## src/mode_ctl_consts.svh

```systemverilog
// Purpose: Shared constants for the alt-mode switch pin control block.
// Assumes: 250 MHz core clock; four-level straps arrive pre-digitised as 2-bit codes.
// Notes:   Definitions only.
`ifndef MODE_CTL_CONSTS_SVH
`define MODE_CTL_CONSTS_SVH

// ----------------------------------------------------------------
// Four-level strap codes
// ----------------------------------------------------------------
`define LVL_ZERO       2'h0
`define LVL_R          2'h1
`define LVL_F          2'h2
`define LVL_ONE        2'h3

// ----------------------------------------------------------------
// Timing
// ----------------------------------------------------------------
`define CLK_PERIOD_PS  32'h0000_0FA0
`define HPD_LOW_US     32'h0000_07D0
// Microseconds to picoseconds, then to clock cycles
`define HPD_LOW_CYC    ((`HPD_LOW_US * 32'h0000_03E8 * 32'h0000_03E8) / `CLK_PERIOD_PS)

// ----------------------------------------------------------------
// Gain code widths and mapping
// ----------------------------------------------------------------
`define GAIN_W         4
`define GAIN_MAX_USB_UP 4'hB

`endif

```

## src/mode_ctl_pkg.sv

```systemverilog
// Purpose: Types for the alt-mode switch pin control block.
// Assumes: Constants come from mode_ctl_consts.svh.
// Notes:   Types only.
`default_nettype none
package mode_ctl_pkg;
	typedef logic [1:0] level_t;   // Four-level strap code
	typedef logic [3:0] gain_t;    // Equalizer gain index
	// Bus mode derived from the interface-select strap
	typedef enum logic [3:0] {
		MODE_PIN    = 4'b0001,
		MODE_TEST   = 4'b0010,
		MODE_BUS_18 = 4'b0100,
		MODE_BUS_33 = 4'b1000
	} bus_mode_e;
endpackage : mode_ctl_pkg
`default_nettype wire

```

## src/hpd_qualifier.sv

```systemverilog
// Purpose: Qualifies a sustained low on the synchronised hot-plug-detect level.
// Assumes: Input already synchronised to clk_i.
// Notes:   Expired flag stays set until the level returns high.
`timescale 1ns/1ps
`include "mode_ctl_consts.svh"
`default_nettype none
module hpd_qualifier #(
	parameter int unsigned LOW_CYC = `HPD_LOW_CYC
) (
	input  wire logic clk_i,
	input  wire logic nrst_i,
	input  wire logic hpd_sync_i,
	output logic      hpd_lost_o
);
	// ----------------------------------------------------------------
	// Low-time counter
	// ----------------------------------------------------------------
	logic [31:0] low_cnt_reg;   // Cycles spent low so far

	// Count while low, restart as soon as the level comes back high
	always_ff @(posedge clk_i or negedge nrst_i) begin
		if (!nrst_i) begin
			low_cnt_reg <= 32'h0000_0000;
		end else if (hpd_sync_i) begin
			low_cnt_reg <= 32'h0000_0000;
		end else if (low_cnt_reg <= 32'(LOW_CYC)) begin
			low_cnt_reg <= low_cnt_reg + 32'h0000_0001;
		end
	end

	// Lost once the low count reaches the limit
	always_ff @(posedge clk_i or negedge nrst_i) begin
		if (!nrst_i) begin
			hpd_lost_o <= 1'b0;
		end else begin
			hpd_lost_o <= !hpd_sync_i && (low_cnt_reg >= 32'(LOW_CYC));
		end
	end
endmodule : hpd_qualifier
`default_nettype wire

```

## src/alt_mode_switch_pin_control.sv

```systemverilog
// Functional notes
// - Enable rising edge samples all straps
// - Enable gates device only in pin mode
// - Decode interface select into four modes
// - Long hot-plug low disables DisplayPort lanes
// - Flip pin in pin mode, clock otherwise
// - Switch pin in pin mode, data otherwise
// - DisplayPort enable pin in pin mode
// - Bus mode: DisplayPort enable from registers
// - Equalizer straps give bus address bits
// - Upstream gain from two straps, 11 dB max
// - DisplayPort gain from two straps
// - Downstream gain from two straps
// - AUX routed to sideband pins by orientation
//
// Purpose: Pin-level control of an alt-mode crosspoint redriver.
// Assumes: Straps come in as 2-bit four-level codes; serial bus core is outside.
// Notes:   All pin inputs are double synchronised before use.
`timescale 1ns/1ps
`include "mode_ctl_consts.svh"
`default_nettype none
module alt_mode_switch_pin_control
	import mode_ctl_pkg::*;
(
	input  wire logic        clk_i,
	input  wire logic        nrst_i,
	input  wire logic        enable_i,                        // Device enable pin
	input  wire logic [1:0]  bus_select_i,                    // Interface-select strap
	input  wire logic [1:0]  usb_up_eq_sel_hi_i,
	input  wire logic [1:0]  usb_up_eq_sel_lo_i,
	input  wire logic [1:0]  dp_rx_eq_sel_hi_i,
	input  wire logic [1:0]  dp_rx_eq_sel_lo_addr_b1_i,
	input  wire logic [1:0]  usb_down_eq_sel_hi_i,
	input  wire logic [1:0]  usb_down_eq_sel_lo_addr_b0_i,
	input  wire logic        flip_or_bus_clock_i,             // Shared flip / clock pin
	input  wire logic        usb_switch_or_bus_data_i,        // Shared switch / data pin
	input  wire logic        dp_function_enable_i,            // DisplayPort enable pin
	input  wire logic        hot_plug_detect_in_i,
	input  wire logic        reg_dp_enable_i,                 // From bus-written registers
	input  wire logic        reg_flip_i,                      // Orientation from registers
	input  wire logic        reg_usb_enable_i,                // USB switch from registers
	output logic             device_active_o,
	output logic             bus_enable_o,
	output logic             bus_io_1v8_o,
	output logic             test_mode_o,
	output logic             bus_clock_o,                     // Clock line to bus core
	output logic             bus_data_o,                      // Data line to bus core
	output logic [3:0]       bus_addr_o,                      // Address bits from straps
	output logic             flip_o,
	output logic             usb_enable_o,
	output logic             dp_enable_o,
	output logic             dp_lanes_enable_o,
	output logic             aux_snoop_o,
	output logic             aux_p_to_sbu1_o,                 // AUXp on sideband 1, AUXn on 2
	output logic             aux_p_to_sbu2_o,                 // AUXp on sideband 2, AUXn on 1
	output gain_t            usb_up_gain_o,
	output gain_t            dp_gain_o,
	output gain_t            usb_down_gain_o
);
	// ----------------------------------------------------------------
	// Helper functions
	// ----------------------------------------------------------------
	// Joint decode of two four-level straps into a 16-step gain index
	function automatic gain_t gain_of(input level_t hi, input level_t lo);
		gain_of = {hi, lo};
	endfunction : gain_of

	// Interface-select decode
	function automatic bus_mode_e mode_of(input level_t sel);
		case (sel)
			`LVL_ZERO: mode_of = MODE_PIN;
			`LVL_R:    mode_of = MODE_TEST;
			`LVL_F:    mode_of = MODE_BUS_18;
			default:   mode_of = MODE_BUS_33;
		endcase
	endfunction : mode_of

	// ----------------------------------------------------------------
	// Input synchronisers
	// ----------------------------------------------------------------
	localparam int SW = 17;    // Strap and pin bits gathered
	logic [SW-1:0] raw;        // Unsynchronised pins
	logic [SW-1:0] sync1_reg;  // First stage, read only by second
	logic [SW-1:0] sync2_reg;  // Safe to use
	logic [4:0]    ctl_raw;
	logic [4:0]    dp_function_enable_reg;
	logic [4:0]    ctl2_reg;

	assign raw = {enable_i, bus_select_i, usb_up_eq_sel_hi_i, usb_up_eq_sel_lo_i,
		dp_rx_eq_sel_hi_i, dp_rx_eq_sel_lo_addr_b1_i, usb_down_eq_sel_hi_i,
		usb_down_eq_sel_lo_addr_b0_i, flip_or_bus_clock_i, usb_switch_or_bus_data_i};
	assign ctl_raw = {dp_function_enable_i, hot_plug_detect_in_i, reg_dp_enable_i,
		reg_flip_i, reg_usb_enable_i};

	// Two flops on every pin; control lines from the bus core are
	// treated the same since their clock is not known here
	always_ff @(posedge clk_i or negedge nrst_i) begin
		if (!nrst_i) begin
			sync1_reg <= '0;
			sync2_reg <= '0;
			dp_function_enable_reg  <= '0;
			ctl2_reg  <= '0;
		end else begin
			sync1_reg <= raw;
			sync2_reg <= sync1_reg;
			dp_function_enable_reg  <= ctl_raw;
			ctl2_reg  <= dp_function_enable_reg;
		end
	end

	logic       en_s;
	logic [1:0] sel_s;
	logic [1:0] ueh_s, uel_s, dph_s, dpl_s, udh_s, udl_s;
	logic       flip_s, usw_s;
	logic       dpen_s, hpd_s, rdp_s, rflip_s, rusb_s;
	assign {en_s, sel_s, ueh_s, uel_s, dph_s, dpl_s, udh_s, udl_s, flip_s, usw_s} = sync2_reg;
	assign {dpen_s, hpd_s, rdp_s, rflip_s, rusb_s} = ctl2_reg;

	// ----------------------------------------------------------------
	// Strap capture
	// ----------------------------------------------------------------
	logic   en_d_reg;       // Enable one cycle ago, for edge detect
	logic   en_rise;
	level_t sel_reg;
	level_t ueh_reg, uel_reg, dph_reg, dpl_reg, udh_reg, udl_reg;

	assign en_rise = en_s && !en_d_reg;

	always_ff @(posedge clk_i or negedge nrst_i) begin
		if (!nrst_i) begin
			en_d_reg <= 1'b0;
		end else begin
			en_d_reg <= en_s;
		end
	end

	// Straps load only on the enable edge; bus registers live outside
	// so this capture cannot disturb them
	always_ff @(posedge clk_i or negedge nrst_i) begin
		if (!nrst_i) begin
			sel_reg <= `LVL_ZERO;
			ueh_reg <= `LVL_ZERO;
			uel_reg <= `LVL_ZERO;
			dph_reg <= `LVL_ZERO;
			dpl_reg <= `LVL_ZERO;
			udh_reg <= `LVL_ZERO;
			udl_reg <= `LVL_ZERO;
		end else if (en_rise) begin
			sel_reg <= sel_s;
			ueh_reg <= ueh_s;
			uel_reg <= uel_s;
			dph_reg <= dph_s;
			dpl_reg <= dpl_s;
			udh_reg <= udh_s;
			udl_reg <= udl_s;
		end                            // Otherwise hold
	end

	// ----------------------------------------------------------------
	// Mode decode and gating
	// ----------------------------------------------------------------
	bus_mode_e mode;
	logic      pin_mode;
	logic      active;
	assign mode     = mode_of(sel_reg);
	assign pin_mode = (mode == MODE_PIN);
	assign active   = pin_mode ? en_s : 1'b1;

	// ----------------------------------------------------------------
	// Hot-plug qualification
	// ----------------------------------------------------------------
	logic hpd_lost;
	hpd_qualifier u_hpd (
		.clk_i      (clk_i),
		.nrst_i     (nrst_i),
		.hpd_sync_i (hpd_s),
		.hpd_lost_o (hpd_lost)
	);

	// ----------------------------------------------------------------
	// Registered outputs
	// ----------------------------------------------------------------
	logic dp_en_next;
	logic flip_next;
	logic usb_next;
	assign dp_en_next = pin_mode ? dpen_s : rdp_s;
	assign flip_next  = pin_mode ? flip_s : rflip_s;
	assign usb_next   = pin_mode ? usw_s : rusb_s;

	// Mode and routing controls
	always_ff @(posedge clk_i or negedge nrst_i) begin
		if (!nrst_i) begin
			device_active_o   <= 1'b0;
			bus_enable_o      <= 1'b0;
			bus_io_1v8_o      <= 1'b0;
			test_mode_o       <= 1'b0;
			flip_o            <= 1'b0;
			usb_enable_o      <= 1'b0;
			dp_enable_o       <= 1'b0;
			dp_lanes_enable_o <= 1'b0;
			aux_snoop_o       <= 1'b0;
			aux_p_to_sbu1_o   <= 1'b0;
			aux_p_to_sbu2_o   <= 1'b0;
		end else begin
			device_active_o   <= active;
			bus_enable_o      <= !pin_mode;
			bus_io_1v8_o      <= (mode == MODE_BUS_18);
			test_mode_o       <= (mode == MODE_TEST);
			flip_o            <= active && flip_next;
			usb_enable_o      <= active && usb_next;
			dp_enable_o       <= active && dp_en_next;
			// Lanes drop on lost hot-plug; sideband switch stays closed
			dp_lanes_enable_o <= active && dp_en_next && !hpd_lost;
			aux_snoop_o       <= active && dp_en_next;
			aux_p_to_sbu1_o   <= active && dp_en_next && !flip_next;
			aux_p_to_sbu2_o   <= active && dp_en_next && flip_next;
		end
	end

	// Shared pins towards the bus core, quiet in pin mode
	always_ff @(posedge clk_i or negedge nrst_i) begin
		if (!nrst_i) begin
			bus_clock_o <= 1'b0;
			bus_data_o  <= 1'b0;
			bus_addr_o  <= 4'h0;
		end else begin
			bus_clock_o <= !pin_mode && flip_s;
			bus_data_o  <= !pin_mode && usw_s;
			// Board keeps address strap at 0 or F for 1.8 V
			bus_addr_o  <= pin_mode ? 4'h0 : {dpl_reg, udl_reg};
		end
	end

	// Equalizer gains
	always_ff @(posedge clk_i or negedge nrst_i) begin
		if (!nrst_i) begin
			usb_up_gain_o   <= 4'h0;
			dp_gain_o       <= 4'h0;
			usb_down_gain_o <= 4'h0;
		end else begin
			// Top codes clamp to the upstream ceiling
			usb_up_gain_o   <= (gain_of(ueh_reg, uel_reg) > `GAIN_MAX_USB_UP) ?
				`GAIN_MAX_USB_UP : gain_of(ueh_reg, uel_reg);
			dp_gain_o       <= gain_of(dph_reg, dpl_reg);
			usb_down_gain_o <= gain_of(udh_reg, udl_reg);
		end
	end
endmodule : alt_mode_switch_pin_control
`default_nettype wire

```

## config.mk

```make
export PLATFORM = sky130hd
export DESIGN_NAME = alt_mode_switch_pin_control
export DESIGN_NICKNAME = d
export VERILOG_FILES = /design/src/mode_ctl_pkg.sv /design/src/hpd_qualifier.sv /design/src/alt_mode_switch_pin_control.sv
export VERILOG_INCLUDE_DIRS = /design/src /design/src/src
export SDC_FILE = /design/constraint.sdc
export NUM_CORES = 1
export LEC_CHECK = 0
export BUFFER_PORTS_ARGS = -buffer_cell sky130_fd_sc_hd__buf_2
export CAP_MARGIN = 20
export CORE_MARGIN = 8
export CORE_UTILIZATION = 43
export CTS_BUF_LIST = sky130_fd_sc_hd__clkbuf_16
export DETAILED_ROUTE_END_ITERATION = 8
export MAX_ROUTING_LAYER = met4
export PLACE_DENSITY = 0.6
export SYNTH_ARGS = -nofsm -noshare
export SYNTH_HDL_FRONTEND = slang
export SYNTH_SLANG_ARGS = --single-unit
```

## constraint.sdc

```tcl
create_clock -name clk_i -period 6.25 [get_ports clk_i]
set_clock_uncertainty 0.15 [all_clocks]
set_input_delay 0.3125 -clock clk_i [delete_from_list [all_inputs] [get_ports clk_i]]
set_output_delay 0.3125 -clock clk_i [all_outputs]
set_load 0.05 [all_outputs]
```

Word-level counts from Yosys, hierarchy flattened. Cells that the tools add are included.

Equal/unequal tests: 5. Multiplexer cells: 9. Add/subtract/negate cells: 1. Reduce and logical (&&, ||, !) cells: 17. Magnitude comparators: 3.

Operators with widths (number): 32-bit two-way mux (2); 32-bit by 1-bit adder with 32-bit output (second input constant) (1); 32-bit by 19-bit >= comparator with 1-bit output (second input constant) (1); 32-bit by 19-bit <= comparator with 1-bit output (second input constant) (1); 4-bit case mux with 3 select lines (1); 1-bit logical AND (10); 4-bit two-way mux (2); 1-bit logical NOT (5); 4-bit by 1-bit == test with 1-bit output (second input constant) (1); 4-bit by 2-bit == test with 1-bit output (second input constant) (1); 4-bit by 3-bit == test with 1-bit output (second input constant) (1); 4-bit greater-than comparator (second input constant) (1); 1-bit two-way mux (4); 2-bit by 1-bit == test with 1-bit output (second input constant) (1); 2-bit == test (second input constant) (1); 2-bit logical NOT (1); 2-bit nonzero test (1).

Output and inout port bits: 29. Flip-flop bits (word level): 120.

Longest topological paths before layout.
Depth in word-level cells: 6. Mapped depth: 9.

Cells and area by module. Synthesis repeated with hierarchy kept, for this count alone.

Cells, all modules: 308. Area, all modules: 4310.4 um2.

Modules (own cells, without submodules): alt_mode_switch_pin_control (instances 1, area an instance 2572.5 um2, cells each 135); hpd_qualifier (instances 1, area an instance 1737.9 um2, cells each 173).

Least setup slack after synthesis. No wires, ideal clock.

Kind: flip-flop to flip-flop. Start point: reg u_hpd.low_cnt_reg[0]. End point: reg u_hpd.low_cnt_reg[12]. Path buffers: 1. Arrival: 1857 ps. Path slack: 4166 ps. Cell stages (with the launch flop): 9. Path through: dfrtp_1 inv_1 ha_1 and4bb_2 a21boi_0 o21a_1 clkbuf_1 or4_2 a21oi_1.

Longest elaborated chain between the ends: 3.

RTL lines: start, declared (RTL line hpd_qualifier.sv:18) `logic [31:0] low_cnt_reg;`; start signal, assigned (RTL line hpd_qualifier.sv:27) `low_cnt_reg <= low_cnt_reg + 32'h0000_0001;`; 32-bit by 1-bit adder with 32-bit output (RTL line hpd_qualifier.sv:27); 32-bit two-way mux (RTL line hpd_qualifier.sv:26) `end else if (low_cnt_reg <= 32'(LOW_CYC)) begin`; 32-bit two-way mux (RTL line hpd_qualifier.sv:24) `end else if (hpd_sync_i) begin`.

Parallel ways exist; a longest one is shown, timed or not. The select of a mux whose other input is x is not followed. A chain may end at the register's enable or synchronous reset.

Final worst setup path.
Start point: reg u_hpd.low_cnt_reg[21]. End point: reg u_hpd.low_cnt_reg[12].

Longest elaborated chain between the ends: 2.

RTL lines (RTL line): 32-bit by 19-bit <= comparator with 1-bit output (hpd_qualifier.sv:26); 2-bit nonzero test (no source line).

Every way passes these cells.

==> qor.csv <==
metric,value,unit
status,finished clean,
worstPathCellList,nor4_1 -> and4_1 -> nand3_1 -> or4_2 -> a21oi_1,
critPathBufInv,0,
reg2regPathDepth,5,
cts_max_level,4,
slew_violations,0,
reg2reg_to,u_hpd.low_cnt_reg[12],
fin_crit_sh,39.9,%
cts_buffers,17,
largest_reg_flops,32,
synth_edf_count,0,
rsz0062_at_grt,no,
grt_max_degree,62,
crit_fanout,15,
overflow,0,
powerDensity,387,nW/um2
synthFlopType,dfrtp_1,
antenna_found_initial,0,
startpoint,u_hpd.low_cnt_reg[21],
worstPathRequired,6.42,ns
yosys_warnings,0,
relSlewSlack,50.7,%
max_freq,401,MHz
irDropWorstVdd,0.183,mV
synthArstFlopShare,100,%
mostFrequentLayoutCells,"120 x dfrtp_1, 51 x buf_2, 23 x dlygate4sd3_1",
synth_fp_nets,316,
p_leak,2.42,nW
finalSetupTns,0,ns
clk_pin_slew,0.06,ns
crit_cells,5,
power,2.08,mW
grt_usage,12.6,%
grt_pass1_wl,12300,um
finalWirelength,7280,um
critPathLaunchType,register,
place_congestion,0.770,
grt_pass1_vias,2536,
regToRegSetupSlack,3.75,ns
syn_avg_cell_area,14.2,um2
layout_min_cycle_time,2.50,ns
die-width,114,um
cts_tree,built,
cpLargestDelayFamily,simple AND/OR/NAND/NOR gates,
seq_area_frac_synth,72.7,%
seq_area,3000,um2
finalSetupViolations,0,
reg2reg_from,u_hpd.low_cnt_reg[21],
drt_pass1_iterations,4,
layout-drive-gt1-share,28.2,%
cts.sinks,120,
tightest_slew,0.740,ns
clockRootBuffer,clkbuf_16,
ys_ff_latch,120,
port_buffers,52,
die_area,13000,um2
die_y,114,um
cts-hold-fix-buffers,23,
crit_end,u_hpd.low_cnt_reg[12],
hpwl,4340,um
postRouteAntennaNets,0,
syn_area,4130,um2
cp_slowest_cell,or4_2,
clk_latency,0.40,ns
synth_cells,290,
syn_to_final_growth,30.0,%
hold_viol_final,0,
cts_resized,0,
cp.arrival,2.67,ns
final_common_cell,dfrtp_1,
antenna_cells,0,
initial_core_util,44.5,%
cp_slowest_stage_delay,0.74,ns
hp-class,reg2reg,
post_cts_buffers,0,
fp-row-count,35,
synth_cell_type_count,38,
viasPerCell,4.74,
nets,399,
vias,2442,
drt_iter0_drc,141,
drcViolationCount,0,
clock_path_buffers,2,
fillers,754,
wl_per_cell,14.1,um
coreArea,9280,um2
io_pins,53,
endpoint_kind,register,
drv_cap,0,
multiInputGateArea,1020,um2
critical_path_class,reg2reg,
power breakdown:
group | switching (mW) | leakage (nW) | total, mW | internal (mW)
Sequential | 0.0223 | 1.48 | 0.856 | 0.833
Combinational | 0.150 | 0.632 | 0.208 | 0.0581
Clock | 0.347 | 0.307 | 1.02 | 0.669
Total | 0.519 | 2.42 | 2.08 | 1.56
worst reg2reg max path: stages, from the launching register on:
cell and delay [ns]:
dfrtp_1 0.37, nor4_1 0.27, and4_1 0.32, nand3_1 0.41
or4_2 0.74, a21oi_1 0.16
cell type report:
cell class	count	share of cell area, %
sequential	120	55.9
timing repair buffer	78	9.97
clock inverter	15	3.75
clock buffer	17	7.92
inverter	7	0.489
multi-input combinational	149	18.9
tap	129	3.01
Yosys cell counts, drive strengths merged (4+ instances only):
| master | instances | share of area (%) |
|---|---|---|
| o21ai | 7 | 0.85 |
| nand2 | 12 | 1.1 |
| nand3 | 7 | 1.2 |
| nor3 | 4 | 0.48 |
| nor2b | 19 | 2.9 |
| o31ai | 11 | 2.0 |
| nor2 | 8 | 0.73 |
| mux2 | 16 | 4.4 |
| buf | 4 | 0.91 |
| or4 | 11 | 2.0 |
| clkbuf | 10 | 1.2 |
| dfrtp | 120 | 73 |
| or3 | 6 | 1.1 |
| inv | 7 | 0.64 |
| and2 | 6 | 0.91 |
| a21oi | 18 | 2.2 |
stage by stage:
step / utilization, % / setup slack [ns] / cell area (um2) / hold slack (ns) / std cells
2_1_floorplan: - / 4.17 / 4130 / -0.133 / 290
3_3_place_gp: 48.3 / 3.84 / 4490 / 0.181 / 459
3_5_place_dp: 48.3 / 3.69 / 4490 / 0.186 / 459
4_1_cts: 57.5 / 3.70 / 5340 / 0.191 / 514
5_1_grt: 57.8 / 3.50 / 5370 / 0.193 / 515
6_report: 57.8 / 3.75 / 5370 / 0.190 / 515
worst min-delay path by stage:
stage                           end  slack, ns    startpoint  cells past startpoint
global placement       sync2_reg[4]       0.18  sync1_reg[4]                      0
global route           sync2_reg[5]       0.19  sync1_reg[5]                      0
detailed placement     sync2_reg[5]       0.19  sync1_reg[5]                      0
CTS                    sync2_reg[5]       0.19  sync1_reg[5]                      0
floorplan           aux_p_to_sbu1_o      -0.13        nrst_i                      0
finish                 sync2_reg[5]       0.19  sync1_reg[5]                      0
per-layer routing:
| layer | global-route usage (%) | vias up | wire length (um) |
|---|---|---|---|
| li1 | - | 1176 | - |
| met1 | 14.6 | 1204 | 3250 |
| met2 | 19.3 | 54 | 3550 |
| met3 | 4.28 | 8 | 405 |
| met4 | 6.12 | 0 | 76 |
| met5 | - | - | 0 |
cells by family after synthesis:
family / Yosys count / share of synthesized area [%]
buf+inv: 21 / 2.70
mux: 17 / 4.60
compound gates: 42 / 6.21
fa+ha+maj: 2 / 0.606
simple gates: 88 / 13.2
flops: 120 / 72.7
Note: power is estimated with default switching activity, not from simulation.
